$ cat src/hw/ioc_consts.svh
`ifndef IOC_CONSTS_SVH
`define IOC_CONSTS_SVH

// =====================================================================
// Register offsets (byte addresses on the APB bus).
`define IOC_ADDR_W         8
`define IOC_OFF_CFG        8'h54
`define IOC_OFF_STS        8'h58
`define IOC_OFF_EN         8'h5C

// =====================================================================
// Field positions of the pin configuration register.
`define IOC_CFG_IVL_LSB    24
`define IOC_CFG_CLR        14
`define IOC_CFG_HSTS       13
`define IOC_CFG_GINT       12
`define IOC_CFG_IRQEN      8
`define IOC_CFG_POL        4
`define IOC_CFG_CLKSEL     1
`define IOC_CFG_TYPE       0

// =====================================================================
// Status and enable layout: general sources low, power event above.
`define IOC_NUM_SRC        8
`define IOC_PME_BIT        8
`define IOC_STS_W          9

// =====================================================================
// Reset values.
`define IOC_RST_IVL        8'h00
`define IOC_RST_BIT        1'b0
`define IOC_RST_STS        9'h000

// =====================================================================
// Timing.
`define IOC_CLK_PERIOD_NS  10
`define IOC_HOLD_UNIT_NS   10000
`define IOC_HOLD_UNIT_CYC  (`IOC_HOLD_UNIT_NS / `IOC_CLK_PERIOD_NS)
`define IOC_PRE_W          10
`define IOC_RUN_W          18

`endif

$ cat src/hw/ioc_pkg.sv
`include "ioc_consts.svh"

package ioc_pkg;

    typedef enum logic {
        IOC_HOLD_IDLE,
        IOC_HOLD_RUN
    } ioc_hold_e;

    typedef logic [7:0]              ioc_ivl_t;
    typedef logic [`IOC_STS_W-1:0]   ioc_src_t;

endpackage : ioc_pkg
$ cat src/hw/ioc_holdoff.sv
`timescale 1ns/1ns
`include "ioc_consts.svh"

module ioc_holdoff
    import ioc_pkg::*;
(
    input  wire logic     pclk,
    input  wire logic     presetn,
    input  wire logic     soft_rst,
    input  wire ioc_ivl_t interval,
    input  wire logic     start,
    input  wire logic     restart,
    output logic          active
);

    localparam logic [`IOC_PRE_W-1:0] PRE_LAST =
        `IOC_PRE_W'(`IOC_HOLD_UNIT_CYC - 1);

    ioc_hold_e                 st_q;
    ioc_hold_e                 st_d;
    logic [`IOC_PRE_W-1:0]     pre_q;
    logic [`IOC_PRE_W-1:0]     pre_d;
    ioc_ivl_t                  units_q;
    ioc_ivl_t                  units_d;

    wire logic disable_w = soft_rst | (interval == 8'h00);
    wire logic load_w    = start | restart;
    wire logic unit_end  = (pre_q == PRE_LAST);
    wire logic expire_w  = unit_end & (units_q == 8'h01);

    assign active = (st_q == IOC_HOLD_RUN);

    // =================================================================
    // Interval sequencer: the prescaler counts one 10 us unit, the unit
    // counter counts units down from the value latched at the start.
    always_comb begin
        st_d    = st_q;
        pre_d   = pre_q;
        units_d = units_q;
        if (disable_w) begin
            st_d    = IOC_HOLD_IDLE;
            pre_d   = '0;
            units_d = '0;
        end else if (load_w) begin
            st_d    = IOC_HOLD_RUN;
            pre_d   = '0;
            units_d = interval;
        end else begin
            case (st_q)
                IOC_HOLD_RUN: begin
                    if (expire_w) begin
                        st_d    = IOC_HOLD_IDLE;
                        pre_d   = '0;
                        units_d = '0;
                    end else if (unit_end) begin
                        pre_d   = '0;
                        units_d = units_q - 8'h01;
                    end else begin
                        pre_d   = pre_q + `IOC_PRE_W'(1);
                    end
                end
                IOC_HOLD_IDLE: begin
                    st_d = IOC_HOLD_IDLE;
                end
                default: begin
                    st_d = IOC_HOLD_IDLE;
                end
            endcase
        end
    end

    always_ff @(posedge pclk or negedge presetn) begin
        if (!presetn) begin
            st_q    <= IOC_HOLD_IDLE;
            pre_q   <= '0;
            units_q <= '0;
        end else begin
            st_q    <= st_d;
            pre_q   <= pre_d;
            units_q <= units_d;
        end
    end

    // =================================================================
    // Checking: an undisturbed interval lasts exactly interval units.
    logic [`IOC_RUN_W-1:0] run_q;
    logic [`IOC_RUN_W-1:0] total_q;

    always_ff @(posedge pclk or negedge presetn) begin
        if (!presetn) begin
            run_q   <= '0;
            total_q <= '0;
        end else if (load_w && !disable_w) begin
            run_q   <= '0;
            total_q <= `IOC_RUN_W'(interval * `IOC_HOLD_UNIT_CYC);
        end else if (active) begin
            run_q   <= run_q + `IOC_RUN_W'(1);
        end
    end

    interval_length_a: assert property (
        @(posedge pclk) disable iff (!presetn)
        $fell(active) && $past(interval) != 8'h00 && !$past(soft_rst)
        |-> run_q == total_q)
        else $error("Hold-off interval length is wrong.");

endmodule : ioc_holdoff

$ cat src/hw/ioc_irq_out.sv
// Implementation choice: the APB interface to the registers.
`timescale 1ns/1ns
`include "ioc_consts.svh"


module ioc_irq_out
    import ioc_pkg::*;
(
    input  wire logic                   pclk,
    input  wire logic                   presetn,
    input  wire logic                   psel,
    input  wire logic                   penable,
    input  wire logic                   pwrite,
    input  wire logic [`IOC_ADDR_W-1:0] paddr,
    input  wire logic [31:0]            pwdata,
    input  wire logic [3:0]             pstrb,
    output logic      [31:0]            prdata,
    output logic                        pready,
    output logic                        pslverr,
    input  wire logic [`IOC_NUM_SRC-1:0] src_event,
    input  wire logic                   power_mgmt_event,
    input  wire logic                   soft_rst,
    input  wire logic                   xtal_clk,
    output logic                        irq_line,
    output logic                        irq_pin_o,
    output logic                        irq_pin_oe_n
);

    // =================================================================
    // Registers.
    ioc_ivl_t   ivl_q;
    logic       clr_q;
    logic       irq_en_q;
    logic       pol_q;
    logic       clk_sel_q;
    logic       type_q;
    ioc_src_t   sts_q;
    ioc_src_t   en_q;
    logic       fwd_q;
    logic       xtal_s1_q;
    logic       xtal_s2_q;
    logic       xtal_s3_q;
    logic       xtal_q;
    logic       pin_o_q;
    logic       pin_oe_n_q;
    logic       irq_line_q;
    logic [31:0] prdata_q;
    logic       pready_q;
    logic       pslverr_q;
    logic       hold_active;

    // =================================================================
    // APB decode.
    wire logic setup_w  = psel & ~penable;
    wire logic access_w = psel & penable & pready_q;
    wire logic hit_cfg  = (paddr == `IOC_OFF_CFG);
    wire logic hit_sts  = (paddr == `IOC_OFF_STS);
    wire logic hit_en   = (paddr == `IOC_OFF_EN);
    wire logic hit_any  = hit_cfg | hit_sts | hit_en;
    wire logic wr_w     = access_w & pwrite;

    logic [3:0]  wcfg;
    logic [31:0] wmask;

    genvar gi;
    generate
        for (gi = 0; gi < 4; gi = gi + 1) begin : g_lane
            assign wcfg[gi]           = wr_w & hit_cfg & pstrb[gi];
            assign wmask[8*gi +: 8]   = {8{pstrb[gi]}};
        end
    endgenerate

    wire ioc_src_t sts_clr = (wr_w & hit_sts) ?
                             (pwdata[`IOC_STS_W-1:0] & wmask[`IOC_STS_W-1:0])
                             : '0;
    wire ioc_src_t sts_set = {power_mgmt_event, src_event};
    wire logic     wr_en   = wr_w & hit_en;

    // =================================================================
    // Combined line and hold-off gating.
    wire ioc_src_t act_w    = sts_q & en_q;
    wire logic     line_all = |act_w;
    wire logic     line_gen = |act_w[`IOC_NUM_SRC-1:0];
    wire logic     pme_w    = act_w[`IOC_PME_BIT];
    wire logic     fwd_w    = irq_en_q & line_gen & ~hold_active;
    wire logic     assert_w = fwd_w | (irq_en_q & pme_w);
    wire logic     start_w  = fwd_q & ~line_gen;

    // Push-pull follows polarity; open-drain only pulls low.
    wire logic pin_o_d    = type_q &
                            (clk_sel_q ? xtal_q : ~(assert_w ^ pol_q));
    wire logic pin_oe_n_d = ~type_q &
                            (clk_sel_q ? xtal_q : ~assert_w);

    wire logic [31:0] cfg_rd = {ivl_q, 9'h000, 1'b0, hold_active,
                                line_all, 3'h0, irq_en_q, 3'h0, pol_q,
                                2'h0, clk_sel_q, type_q};
    wire logic [31:0] rd_mux = hit_cfg ? cfg_rd :
                               hit_sts ? {23'h000000, sts_q} :
                               hit_en  ? {23'h000000, en_q} : 32'h00000000;

    ioc_holdoff u_holdoff (
        .pclk     (pclk),
        .presetn  (presetn),
        .soft_rst (soft_rst),
        .interval (ivl_q),
        .start    (start_w),
        .restart  (clr_q),
        .active   (hold_active)
    );

    // =================================================================
    // Bus slave: zero wait states, data latched in the setup cycle.
    always_ff @(posedge pclk or negedge presetn) begin
        if (!presetn) begin
            pready_q  <= 1'b0;
            pslverr_q <= 1'b0;
            prdata_q  <= 32'h00000000;
        end else begin
            pready_q  <= setup_w;
            if (setup_w) begin
                pslverr_q <= ~hit_any;
                prdata_q  <= rd_mux;
            end
        end
    end

    // =================================================================
    // Configuration register.
    always_ff @(posedge pclk or negedge presetn) begin
        if (!presetn) begin
            ivl_q     <= `IOC_RST_IVL;
            clr_q     <= `IOC_RST_BIT;
            irq_en_q  <= `IOC_RST_BIT;
            clk_sel_q <= `IOC_RST_BIT;
        end else if (soft_rst) begin
            ivl_q     <= `IOC_RST_IVL;
            clr_q     <= `IOC_RST_BIT;
            irq_en_q  <= `IOC_RST_BIT;
            clk_sel_q <= `IOC_RST_BIT;
        end else begin
            clr_q <= wcfg[1] & pwdata[`IOC_CFG_CLR];
            if (wcfg[3]) begin
                ivl_q <= pwdata[`IOC_CFG_IVL_LSB +: 8];
            end
            if (wcfg[1]) begin
                irq_en_q <= pwdata[`IOC_CFG_IRQEN];
            end
            if (wcfg[0]) begin
                clk_sel_q <= pwdata[`IOC_CFG_CLKSEL];
            end
        end
    end

    always_ff @(posedge pclk or negedge presetn) begin
        if (!presetn) begin
            pol_q  <= `IOC_RST_BIT;
            type_q <= `IOC_RST_BIT;
        end else if (wcfg[0] && !soft_rst) begin
            pol_q  <= pwdata[`IOC_CFG_POL];
            type_q <= pwdata[`IOC_CFG_TYPE];
        end
    end

    // =================================================================
    // Sticky status (set wins over clear) and source enables.
    always_ff @(posedge pclk or negedge presetn) begin
        if (!presetn) begin
            sts_q <= `IOC_RST_STS;
            en_q  <= `IOC_RST_STS;
        end else if (soft_rst) begin
            sts_q <= sts_set;
            en_q  <= `IOC_RST_STS;
        end else begin
            sts_q <= (sts_q & ~sts_clr) | sts_set;
            if (wr_en) begin
                en_q <= (en_q & ~wmask[`IOC_STS_W-1:0]) |
                        (pwdata[`IOC_STS_W-1:0] & wmask[`IOC_STS_W-1:0]);
            end
        end
    end

    // =================================================================
    // Crystal clock sampling: updates once the last two stages agree.
    always_ff @(posedge pclk or negedge presetn) begin
        if (!presetn) begin
            xtal_s1_q <= 1'b0;
            xtal_s2_q <= 1'b0;
            xtal_s3_q <= 1'b0;
            xtal_q    <= 1'b0;
        end else begin
            xtal_s1_q <= xtal_clk;
            xtal_s2_q <= xtal_s1_q;
            xtal_s3_q <= xtal_s2_q;
            if (xtal_s2_q == xtal_s3_q) begin
                xtal_q <= xtal_s3_q;
            end
        end
    end

    // =================================================================
    // Pin driver and interrupt line.
    always_ff @(posedge pclk or negedge presetn) begin
        if (!presetn) begin
            fwd_q      <= 1'b0;
            pin_o_q    <= 1'b0;
            pin_oe_n_q <= 1'b1;
            irq_line_q <= 1'b0;
        end else begin
            fwd_q      <= fwd_w;
            pin_o_q    <= pin_o_d;
            pin_oe_n_q <= pin_oe_n_d;
            irq_line_q <= line_all;
        end
    end

    assign prdata       = prdata_q;
    assign pready       = pready_q;
    assign pslverr      = pslverr_q;
    assign irq_line     = irq_line_q;
    assign irq_pin_o    = pin_o_q;
    assign irq_pin_oe_n = pin_oe_n_q;

    // =================================================================
    // Checks.
    disabled_od_a: assert property (
        @(posedge pclk) disable iff (!presetn)
        !irq_en_q && !clk_sel_q && !type_q |=> irq_pin_oe_n)
        else $error("Disabled open-drain pin is driven.");

    disabled_pp_a: assert property (
        @(posedge pclk) disable iff (!presetn)
        !irq_en_q && !clk_sel_q && type_q
        |=> irq_pin_o == !$past(pol_q) && !irq_pin_oe_n)
        else $error("Disabled push-pull pin shows an active level.");

    od_level_a: assert property (
        @(posedge pclk) disable iff (!presetn)
        !type_q |=> !irq_pin_o)
        else $error("Open-drain pin data is not low.");

    pp_drive_a: assert property (
        @(posedge pclk) disable iff (!presetn)
        type_q |=> !irq_pin_oe_n)
        else $error("Push-pull pin is not driven.");

    clk_route_a: assert property (
        @(posedge pclk) disable iff (!presetn)
        clk_sel_q && type_q |=> irq_pin_o == $past(xtal_q))
        else $error("Crystal clock not routed to pin.");

    pme_bypass_a: assert property (
        @(posedge pclk) disable iff (!presetn)
        irq_en_q && pme_w && hold_active && !clk_sel_q
        |=> ($past(type_q) ? irq_pin_o == $past(pol_q) : !irq_pin_oe_n))
        else $error("Power event held off by interval.");

    holdoff_gate_a: assert property (
        @(posedge pclk) disable iff (!presetn)
        hold_active && !pme_w && !clk_sel_q
        |=> ($past(type_q) ? irq_pin_o == !$past(pol_q) : irq_pin_oe_n))
        else $error("Interrupt passed during hold-off.");

    zero_disable_a: assert property (
        @(posedge pclk) disable iff (!presetn)
        ivl_q == 8'h00 |=> !hold_active)
        else $error("Hold-off active with zero interval.");

    clear_restart_a: assert property (
        @(posedge pclk) disable iff (!presetn)
        clr_q && ivl_q != 8'h00 && !soft_rst |=> hold_active ##1 !clr_q)
        else $error("Interval clear did not restart hold-off.");

    pending_release_a: assert property (
        @(posedge pclk) disable iff (!presetn)
        $fell(hold_active) && irq_en_q && line_gen && !clk_sel_q
        |=> ($past(type_q) ? irq_pin_o == $past(pol_q) : !irq_pin_oe_n))
        else $error("Pending interrupt not released after interval.");

    cfg_read_a: assert property (
        @(posedge pclk) disable iff (!presetn)
        setup_w && hit_cfg
        |=> prdata[`IOC_CFG_GINT] == $past(line_all)
            && prdata[`IOC_CFG_HSTS] == $past(hold_active)
            && prdata[23:15] == 9'h000 && prdata[11:9] == 3'h0)
        else $error("Configuration read data wrong.");

    soft_keep_a: assert property (
        @(posedge pclk) disable iff (!presetn)
        soft_rst |=> pol_q == $past(pol_q) && type_q == $past(type_q)
                     && !irq_en_q && ivl_q == 8'h00)
        else $error("Soft reset handling of configuration wrong.");

endmodule : ioc_irq_out

$ cat config.mk
export PLATFORM = sky130hd
export DESIGN_NAME = ioc_irq_out
export DESIGN_NICKNAME = d
export VERILOG_FILES = /design/src/hw/ioc_pkg.sv /design/src/hw/ioc_holdoff.sv /design/src/hw/ioc_irq_out.sv
export VERILOG_INCLUDE_DIRS = /design/src /design/src/hw
export SDC_FILE = /design/constraint.sdc
export NUM_CORES = 1
export LEC_CHECK = 0
export BUFFER_PORTS_ARGS = -buffer_cell sky130_fd_sc_hd__buf_2
export CAP_MARGIN = 20
export CORE_UTILIZATION = 45
export CTS_CLUSTER_SIZE = 24
export DETAILED_ROUTE_END_ITERATION = 7
export GPL_TIMING_DRIVEN = 1
export HOLD_SLACK_MARGIN = 0.02
export PLACE_DENSITY = 0.7
export SETUP_SLACK_MARGIN = 0.3
export SLEW_MARGIN = 0
export SYNTH_ARGS = -nofsm -noshare
export SYNTH_HDL_FRONTEND = slang
export SYNTH_SLANG_ARGS = --single-unit
$ cat constraint.sdc
create_clock -name pclk -period 2.3 [get_ports pclk]
set_input_delay 0.115 -clock pclk [delete_from_list [all_inputs] [get_ports pclk]]
set_output_delay 0.115 -clock pclk [all_outputs]
set_load 0.03 [all_outputs]
==> results.toml, run 1 <==
[floorplanning]
rows = 32
design.core.area_um2 = 7850
initial_utilization_pct = 47.2
ioPinCount = 97
floorplan.die_area_um2 = 8600
chip_width_um = 92.7
die_y_um = 92.7

[global_route]
grt-ovfl-total = 0
grt_start_max_net_pins = 44
globalRoute.busiestLayer = "met2"
first_global_vias = 2974
global_route.usage.met3_pct = 4.76
overall_routing_resource_usage_pct = 22.1
globalRouteMet2Util_pct = 33.6
antenna_found_initial = 0
wire_length_of_the_first_global_routing_pass_um = 14400
groute.layer.met1.usage_pct = 30.7

[finish]
area_delta_synth_final_pct = 24.9
finish.utilization_pct = 58.9
finish.instance_area_um2 = 4630
final-instance-count-excl-fill = 559
final_layout_size_suffix_gt1_share_pct = 26.7
nets = 515
insertedDiodeCount = 0

[logic_synthesis]
synthesized_area_fraction_occupied_by_xor_and_xnor_cells_pct = 1.42
post_synth_instance_area_um2 = 3700
synth_top_family_by_area = "simple AND/OR/NAND/NOR gates"
synth.top_cell.area_share_pct = 52.7
post_synth_most_frequent_cells = "sky130_fd_sc_hd__dfrtp_1 (78), sky130_fd_sc_hd__nand2_1 (35), sky130_fd_sc_hd__nor2_1 (33)"
yosys-top-cells-area = "sky130_fd_sc_hd__dfrtp_1 (53%), sky130_fd_sc_hd__a22o_1 (4.0%), sky130_fd_sc_hd__nand2_1 (3.5%)"
synthSimpleGateAreaFrac_pct = 17.6
synth_most_common_cell = "sky130_fd_sc_hd__dfrtp_1"
synth-seq-cells = 79
yosys-mux-area-fraction_pct = 3.92
compound_cell_area_share_of_the_yosys_netlist_pct = 17.1
ys.warnings.count = 0
postSynth.topFlopCell = "sky130_fd_sc_hd__dfrtp_1"
count_of_flip_flops_with_a_built_in_enable_after_synthesis = 0
synth_cell_types = 53
synthArstFlopShare_pct = 100
syn_area_per_cell_um2 = 10.6
yosysTopAreaCell = "sky130_fd_sc_hd__dfrtp_1"
syn-instance-count = 349
ys_seq_area_share_pct = 53.4
synthAdderAreaFrac_pct = 1.28

[critical_path]
critical-path-top-delay-family = "simple AND/OR/NAND/NOR gates"
critPathMaxFanout = 4
critPathMaxStageDelay_ns = 0.56
timing.reg2reg.setup_slack_ns = 0.38
path_class = "reg -> reg"
critical_path.endpoint_type = "flop"
path_cells = "or4_1, o21ai_2, o211ai_1, or3_1, a21oi_1"
critical-path-slowest-cell = "sky130_fd_sc_hd__or4_1"
critical_path.n_buffers_inverters = 0
critPathLaunchType = "flop"
critical_path_required_ns = 2.58
arrival_ns = 2.20

[timing]
fin_tns_setup_ns = 0
worst_hold_slack_ns = 0.0409
grt_setup_unrepaired = "no"
timing.max_slew.rel_slack_pct = 53.4
drv_slew = 0
hold_viol = 0
achievable-frequency_ghz = 0.521
finalSetupViolations = 0
finalWorstPathRequiredPeriod_ns = 1.92
postLayoutSetupSlackWorst_ns = 0.381
clock-skew-final_ns = 0.0110
period_share_pct = 83.4
timing_worst_slew_pin_value_ns = 0.695

[pwr]
final_total_pwr_mw = 2.59
ir_drop_uv = 399
p_per_area_nw_per_um2 = 560
leakagePower_nw = 2.15

[placed_design]
detailed_place_hpwl_um = 6090
routabilityCongestion = 0.841
portBuffers = 68
dp_cells = 513
dpl_worst_slack_ns = 0.283
dpl-instance-area_um2 = 4140

[drt]
length_of_the_first_detailed_routing_pass_in_iterations = 4
average_via_count_per_standard_cell = 5.53
drtIter0Drc = 229
routedWlPerCell_um = 15.9
number_of_nets_still_failing_antenna_checks_after_routing = 0
vias = 3092
drcViolationCount = 0
finalWirelength_um = 8900

[clock_network]
cts_made_buffers = 9
tritoncts_num_sinks = 79
clock_latency_on_the_worst_skew_pair_ns = 0.36
h-tree-depth = 3
cts.path.max_buffers = 2
tritoncts = "built"
clkTransAtPathRegs_ns = 0.08
clock_root_cell = "sky130_fd_sc_hd__clkbuf_8"

[outcome]
run_status = "completed"

[worst_hold_path]
hp-class = "in -> reg"

[run]
maxCapViolations = 0
## worst paths after layout
| check | to | startpoint | depth (start not counted) |
|---|---|---|---|
| worst min-delay path | type_q$_DFFE_PN0P_ | pwdata[0] | 2 |
| max in group asynchronous | irq_pin_oe_n$_DFF_PN1_ | presetn | 3 |
| min in group asynchronous | prdata[26]$_DFFE_PN0P_ | presetn | 2 |
| worst max-delay path | u_holdoff.pre_q[8]$_DFFE_PN0P_ | ivl_q[1]$_DFFE_PN0P_ | 5 |
| worst max register to register | u_holdoff.pre_q[8]$_DFFE_PN0P_ | ivl_q[1]$_DFFE_PN0P_ | 5 |
| worst min register to register | xtal_s2_q$_DFF_PN0_ | xtal_s1_q$_DFF_PN0_ | 0 |
## final cells by class
type                       instances  area [um^2]
tap                              102          128
sequential                        79         1980
multi-input combinational        248         1610
fill                             676         3220
inverter                           7         26.3
clock inverter                     5         33.8
clock buffer                      11          141
timing repair buffer             107          713
## layer usage
layer  up-vias  part of all wire [%]
met5         -                     0
met4         0                   1.7
met3        17                   5.1
met2       105                    47
met1      1509                    46
li1       1461                     -
## logic make-up (layout without fill, tap and decap cells)
family | after synthesis | count (layout)
AND/OR/NAND/NOR | 123 | 123
adder cells (fa/ha/maj) | 4 | 4
flip-flops | 79 | 79
buffers and inverters | 34 | 130
AO/OA/AOI/OAI | 88 | 88
other | 1 | 13
multiplexers | 14 | 14
XOR/XNOR | 6 | 6
## report_power, final
part	switching (mW)	internal, mW	leakage (nW)	total [mW]
clock	0.512	0.420	0.0853	0.931
combinational	0.138	0.0907	1.01	0.228
sequential	0.0185	1.41	1.05	1.43
total	0.668	1.92	2.15	2.59
## cells in the final DEF (no fill, tap or decap), types with 7 or more instances in the layout
| cell | instances |
|---|---|
| sky130_fd_sc_hd__a22o_1 | 17 |
| sky130_fd_sc_hd__nand2_1 | 35 |
| sky130_fd_sc_hd__dfrtp_1 | 78 |
| sky130_fd_sc_hd__o21ai_0 | 17 |
| sky130_fd_sc_hd__clkbuf_8 | 10 |
| sky130_fd_sc_hd__nand3_1 | 10 |
| sky130_fd_sc_hd__a31o_2 | 9 |
| sky130_fd_sc_hd__nor2_1 | 32 |
| sky130_fd_sc_hd__a22oi_1 | 9 |
| sky130_fd_sc_hd__a21oi_1 | 10 |
| sky130_fd_sc_hd__nand4_1 | 7 |
| sky130_fd_sc_hd__conb_1 | 13 |
| sky130_fd_sc_hd__buf_4 | 13 |
| sky130_fd_sc_hd__mux2i_1 | 10 |
| sky130_fd_sc_hd__dlygate4sd3_1 | 26 |
| sky130_fd_sc_hd__buf_2 | 67 |
## state kept, by name, summed over array words and instances (netlist names), 8 cells and up
name,count
en_q,9
ivl_q,8
u_holdoff.pre_q,10
sts_q,9
u_holdoff.units_q,8
prdata,19
## worst reg2reg max path: stages, from the launching register on
cell,delay [ns]
sky130_fd_sc_hd__dfrtp_1,0.43
sky130_fd_sc_hd__or4_1,0.56
sky130_fd_sc_hd__o21ai_2,0.20
sky130_fd_sc_hd__o211ai_1,0.16
sky130_fd_sc_hd__or3_1,0.35
sky130_fd_sc_hd__a21oi_1,0.16
## repair_timing
| action | in CTS | in global routing |
|---|---|---|
| hold endpoints to repair | 66 | 0 |
| pin swaps | 0 | 2 |
| gates resized for setup | 1 | 4 |
| hold buffers | 26 | 0 |
| setup buffers | 0 | 4 |
| endpoints found under the setup margin | 2 | 8 |
Power figures use the tool's default switching activity.
==> inputs of run 2 (changes only) <==
- ABC_AREA: default -> 1
- PLACE_DENSITY: 0.7 -> 0.69
- clock period: 2.3 -> 1.9 ns (I/O delays scaled with it)
==> results.toml, run 2 <==
[timing]
grt_setup_unrepaired = "yes"
clock-skew-final_ns = 0.00969
hold_viol = 0
finalSetupViolations = 0
drv_slew = 0
period_share_pct = 84.5
fin_tns_setup_ns = 0
postLayoutSetupSlackWorst_ns = 0.295
finalWorstPathRequiredPeriod_ns = 1.60
achievable-frequency_ghz = 0.623

[logic_synthesis]
ys.warnings.count = 0
ys_seq_area_share_pct = 47.6
yosys-top-cells-area = "sky130_fd_sc_hd__dfrtp_1 (47%), sky130_fd_sc_hd__nand2_1 (15%), sky130_fd_sc_hd__nand3_1 (6.5%)"
post_synth_most_frequent_cells = "sky130_fd_sc_hd__nand2_1 (168), sky130_fd_sc_hd__dfrtp_1 (78), sky130_fd_sc_hd__nand3_1 (54)"
synthArstFlopShare_pct = 100
synthAdderAreaFrac_pct = 1.14
compound_cell_area_share_of_the_yosys_netlist_pct = 10.3
count_of_flip_flops_with_a_built_in_enable_after_synthesis = 0
syn_area_per_cell_um2 = 7.92
syn-instance-count = 525
synth-seq-cells = 79
synthSimpleGateAreaFrac_pct = 31.4
synth.top_cell.area_share_pct = 46.9
yosysTopAreaCell = "sky130_fd_sc_hd__dfrtp_1"
synth_top_family_by_area = "simple AND/OR/NAND/NOR gates"
synth_most_common_cell = "sky130_fd_sc_hd__nand2_1"
synth_cell_types = 35
yosys-mux-area-fraction_pct = 0
post_synth_instance_area_um2 = 4160
synthesized_area_fraction_occupied_by_xor_and_xnor_cells_pct = 1.47
postSynth.topFlopCell = "sky130_fd_sc_hd__dfrtp_1"

[finish]
insertedDiodeCount = 0
final_layout_size_suffix_gt1_share_pct = 24.2
final-instance-count-excl-fill = 753
largest_reg_flops = 19
layout.cells.most_common_list = "sky130_fd_sc_hd__nand2_1 (165), sky130_fd_sc_hd__dfrtp_1 (78), sky130_fd_sc_hd__buf_2 (67)"
nets = 703
area_delta_synth_final_pct = 26.2
finish.instance_area_um2 = 5250
finish.utilization_pct = 59.3
final_common_cell = "sky130_fd_sc_hd__nand2_1"

[pwr]
ir_drop_uv = 488
leakagePower_nw = 2.66
p_per_area_nw_per_um2 = 605

[global_route]
grt-ovfl-total = 0
grt_start_max_net_pins = 57
antenna_found_initial = 0
wire_length_of_the_first_global_routing_pass_um = 17200
first_global_vias = 3540
overall_routing_resource_usage_pct = 22.7

[clock_network]
clock_latency_on_the_worst_skew_pair_ns = 0.35
h-tree-depth = 3
cts_made_buffers = 9
tritoncts = "built"
cts.path.max_buffers = 2
clkTransAtPathRegs_ns = 0.08
tritoncts_num_sinks = 79
clock_root_cell = "sky130_fd_sc_hd__clkbuf_8"

[critical_path]
critical-path-top-delay-family = "simple AND/OR/NAND/NOR gates"
path_cells = "ha_4, nand2_2, nor2_2, nand3_2, o21ai_2, buf_4, nand3_1, nand2_1"
critPathMaxFanout = 5
rr_worst_depth = 8
critical_path.n_buffers_inverters = 1
critPathMaxStageDelay_ns = 0.42
critPathLaunchType = "flop"
timing.reg2reg.setup_slack_ns = 0.30
cp.depth = 8
arrival_ns = 1.89
path_class = "reg -> reg"
critical_path.endpoint_type = "flop"
critical-path-slowest-cell = "sky130_fd_sc_hd__dfrtp_1"
critical_path_required_ns = 2.18

[placed_design]
portBuffers = 68
routabilityCongestion = 0.866
dpl_worst_slack_ns = 0.205
dpl-instance-area_um2 = 4620
dp_cells = 697
detailed_place_hpwl_um = 7320

[floorplanning]
die_y_um = 98.1
ioPinCount = 97
design.core.area_um2 = 8850
chip_width_um = 98.1
rows = 34
initial_utilization_pct = 47.0
floorplan.die_area_um2 = 9630

[worst_hold_path]
hold_path_depth = 3
hp-class = "in -> reg"

[drt]
drtIter0Drc = 340
number_of_nets_still_failing_antenna_checks_after_routing = 0
routedWlPerCell_um = 13.9
length_of_the_first_detailed_routing_pass_in_iterations = 8
average_via_count_per_standard_cell = 5.14
vias = 3872
finalWirelength_um = 10500
drcViolationCount = 5

[run]
maxCapViolations = 0

[outcome]
violations_in_the_final_reports = "DRC"
run_status = "complete, but fails checks"
-- run 2: metrics by stage --
stage	power, mW	hold slack, ns
final	3.18	0.0351
after global routing	3.33	0.0249
after CTS	3.20	0.0203
after detailed placement	2.04	0.0205
after global placement	2.04	0.0147
after floorplan	1.93	-0.201
-- run 2: worst register-to-register path, cell delays in order (launching register included) --
cell                      delay [ns]
sky130_fd_sc_hd__dfrtp_1        0.42
sky130_fd_sc_hd__ha_4           0.18
sky130_fd_sc_hd__nand2_2        0.06
sky130_fd_sc_hd__nor2_2         0.12
sky130_fd_sc_hd__nand3_2        0.14
sky130_fd_sc_hd__o21ai_2        0.27
sky130_fd_sc_hd__buf_4          0.19
sky130_fd_sc_hd__nand3_1        0.08
sky130_fd_sc_hd__nand2_1        0.08
-- run 2: area by class of cell --
class                           count  area (um^2)
Multi-Input combinational cell    384         1970
Clock inverter                      5         33.8
Timing Repair inverter              1         7.51
Tap cell                          108          135
Timing Repair Buffer              118          800
Fill cell                         804         3600
Inverter                           47          186
Sequential cell                    79         1980
Clock buffer                       11          141
-- run 2: kinds of logic (layout without fill, tap and decap cells) --
group	count (synthesis)	count (layout)
and+or+nand+nor	296	296
xor gates and xnor gates	7	7
buffers and inverters	74	182
AOI/OAI and AO/OA	64	64
other	1	13
adders and majority gates	4	4
DFF	79	79
-- run 2: where the power goes --
part	internal, mW	leakage [nW]	switching [mW]
Clock	0.510	0.0857	0.607
Combinational	0.121	1.53	0.202
Sequential	1.71	1.04	0.0245
-- run 2: worst paths after layout --
path | to | start
setup / recovery | u_holdoff.units_q[1]$_DFFE_PN0P_ | u_holdoff.pre_q[1]$_DFFE_PN0P_
hold / removal | en_q[7]$_DFFE_PN0P_ | pwdata[7]
setup reg to reg | u_holdoff.units_q[1]$_DFFE_PN0P_ | u_holdoff.pre_q[1]$_DFFE_PN0P_
hold reg to reg | xtal_s2_q$_DFF_PN0_ | xtal_s1_q$_DFF_PN0_
max in group asynchronous | irq_pin_oe_n$_DFF_PN1_ | presetn
min in group asynchronous | prdata[31]$_DFFE_PN0P_ | presetn
-- run 2: routing by layer --
metal	vias up	global-route usage [%]	wire length (um)
li1	1909	-	-
met1	1823	33.1	4870
met2	125	33.6	4820
met3	15	3.72	591
met4	0	9.18	180
met5	-	0	0
-- run 2: repair_timing --
item	4_1_cts	5_1_grt
buffers inserted	1	12
endpoints found under the setup margin	16	34
hold endpoints to repair	73	0
hold buffers	26	0
pin swaps	0	15
resized for setup	6	24
gates cloned	0	1
==> inputs of run 3 (changes only) <==
- clock period: 1.9 -> 1.66 ns (I/O delays scaled with it)
==> results.toml, run 3 (synthesized netlist as in run 2, its figures left out) <==
[pwr]
power_frac_clock_pct = 37.1
pwr-share-comb_pct = 10.5
ir_drop_uv = 423
power.switching_fraction_pct = 26.0
power_report.internal_total_mw = 2.80
power_switching_mw = 0.986
seq_power_share_pct = 52.4
final_total_pwr_mw = 3.79
leakagePower_nw = 2.92
p_per_area_nw_per_um2 = 658

[placed_design]
routabilityCongestion = 0.886
detailed_place_hpwl_um = 7620
dpl_worst_slack_ns = 0.0326
dp_cells = 727
dpl-instance-area_um2 = 4870
portBuffers = 68

[timing]
achievable-frequency_ghz = 0.630
drv_slew = 0
hold_viol = 0
finalWorstPathRequiredPeriod_ns = 1.59
grt_setup_unrepaired = "yes"
postLayoutSetupSlackWorst_ns = 0.0732
timing_worst_slew_pin_value_ns = 0.506
clock-skew-final_ns = 0.0124
timing.max_slew.rel_slack_pct = 66.2
period_share_pct = 95.6
finalSetupViolations = 0

[finish]
largest_reg_flops = 19
final-instance-count-excl-fill = 799
layout.cells.most_common_list = "sky130_fd_sc_hd__nand2_1 (159), sky130_fd_sc_hd__dfrtp_1 (76), sky130_fd_sc_hd__buf_2 (67)"
finish.utilization_pct = 65.1
final_common_cell = "sky130_fd_sc_hd__nand2_1"
insertedDiodeCount = 0
finish.instance_area_um2 = 5760
area_delta_synth_final_pct = 38.5
final_layout_size_suffix_gt1_share_pct = 31.1
nets = 750

[critical_path]
critPathLaunchType = "flop"
crit_top_cell = "sky130_fd_sc_hd__nand2_1"
rr_worst_depth = 8
r2r-end = "u_holdoff.units_q[5]$_DFFE_PN0P_"
critical_path.endpoint_type = "flop"
arrival_ns = 1.83
critical_path_required_ns = 1.91
path_class = "reg -> reg"
path_cells = "ha_2, nand2_2, nor2_4, nand3_4, o21ai_4, inv_4, nand2_1, nand2_1"
r2r-start = "u_holdoff.pre_q[1]$_DFFE_PN0P_"
critPathMaxStageDelay_ns = 0.37
timing.reg2reg.setup_slack_ns = 0.07
critical-path-slowest-cell = "sky130_fd_sc_hd__dfrtp_1"
critPathMaxFanout = 8

[global_route]
overall_routing_resource_usage_pct = 25.0
grt_start_max_net_pins = 37
first_global_vias = 4045
antenna_found_initial = 0
wire_length_of_the_first_global_routing_pass_um = 19100
grt-ovfl-total = 0

[drt]
average_via_count_per_standard_cell = 5.25
drtIter0Drc = 265
drcViolationCount = 1
length_of_the_first_detailed_routing_pass_in_iterations = 8
number_of_nets_still_failing_antenna_checks_after_routing = 0
routedWlPerCell_um = 14.6
finalWirelength_um = 11700
vias = 4194

[floorplanning]
floorplan.die_area_um2 = 9630
rows = 34
design.core.area_um2 = 8850
ioPinCount = 97
chip_width_um = 98.1
initial_utilization_pct = 47.0
die_y_um = 98.1

[clock_network]
cts.path.max_buffers = 2
clock_root_cell = "sky130_fd_sc_hd__clkbuf_8"
cts_made_buffers = 9
h-tree-depth = 3
clkTransAtPathRegs_ns = 0.08
clock_latency_on_the_worst_skew_pair_ns = 0.36
tritoncts = "built"
tritoncts_num_sinks = 79

[outcome]
run_status = "complete, but fails checks"
violations_in_the_final_reports = "DRC"

[worst_hold_path]
hp-class = "in -> reg"
hold_path_depth = 3
min_delay_worst_endpoint = "en_q[8]$_DFFE_PN0P_"
timing.hold.worst.start = "pwdata[8]"

[run]
maxCapViolations = 0
## run 3: layout make-up
cell class | count | area (um^2)
Fill cell | 718 | 3090
Multi-Input combinational cell | 384 | 2040
Sequential cell | 79 | 1980
Timing Repair Buffer | 166 | 1220
Inverter | 47 | 191
Tap cell | 108 | 135
Clock buffer | 9 | 124
Clock inverter | 6 | 61.3
## run 3: per-layer routing
metal | wire length (um) | vias to the layer above | global-route usage, % | share of wire [%]
met5 | 0 | - | 0 | 0
met4 | 338 | 0 | 11.1 | 2.9
met3 | 666 | 33 | 3.22 | 5.7
met2 | 5610 | 183 | 40.1 | 48
met1 | 5080 | 1965 | 34.1 | 43
li1 | - | 2013 | - | -
## run 3: worst max-delay path by stage
stage | startpoint | to | cells after the start
floorplan | u_holdoff.pre_q[0]$_DFFE_PN0P_ | u_holdoff.units_q[6]$_DFFE_PN0P_ | 8
finish | u_holdoff.pre_q[1]$_DFFE_PN0P_ | u_holdoff.units_q[5]$_DFFE_PN0P_ | 8
CTS | u_holdoff.pre_q[1]$_DFFE_PN0P_ | u_holdoff.units_q[5]$_DFFE_PN0P_ | 10
global route | u_holdoff.pre_q[1]$_DFFE_PN0P_ | u_holdoff.units_q[4]$_DFFE_PN0P_ | 10
detailed placement | u_holdoff.units_q[0]$_DFFE_PN0P_ | u_holdoff.units_q[4]$_DFFE_PN0P_ | 11
global placement | en_q[5]$_DFFE_PN0P_ | u_holdoff.units_q[2]$_DFFE_PN0P_ | 11
## run 3: worst max-delay path, delay by kind of cell, from the launching register on
family | cells | cell delay [ns]
compound gates | 1 | 0.29
flops | 1 | 0.37
fa+ha+maj | 1 | 0.20
simple gates | 5 | 0.51
buf+inv | 1 | 0.11
## run 3: through the flow
step	TNS, ns	hold WS, ns
after global placement	0	0.0810
after floorplan	0	-0.213
final	0	0.0291
after detailed placement	0	0.0860
after CTS	0	0.0284
after global routing	-0.0370	0.0423
## run 3: repair_timing
item | 4_1_cts | 5_1_grt
resized for setup | 20 | 45
hold buffers | 29 | 0
pin swaps | 15 | 22
endpoints found under the hold margin | 60 | 0
buffers inserted | 16 | 12
setup endpoints to repair | 32 | 29
## run 3: power groups by stage
stage	registers (mW)	clock network (mW)	logic, mW
finish	1.98	1.41	0.398
global route	1.99	1.51	0.434
CTS	1.98	1.43	0.398
detailed placement	2.02	0	0.345
global placement	2.02	0	0.338
floorplan	2.05	0	0.159
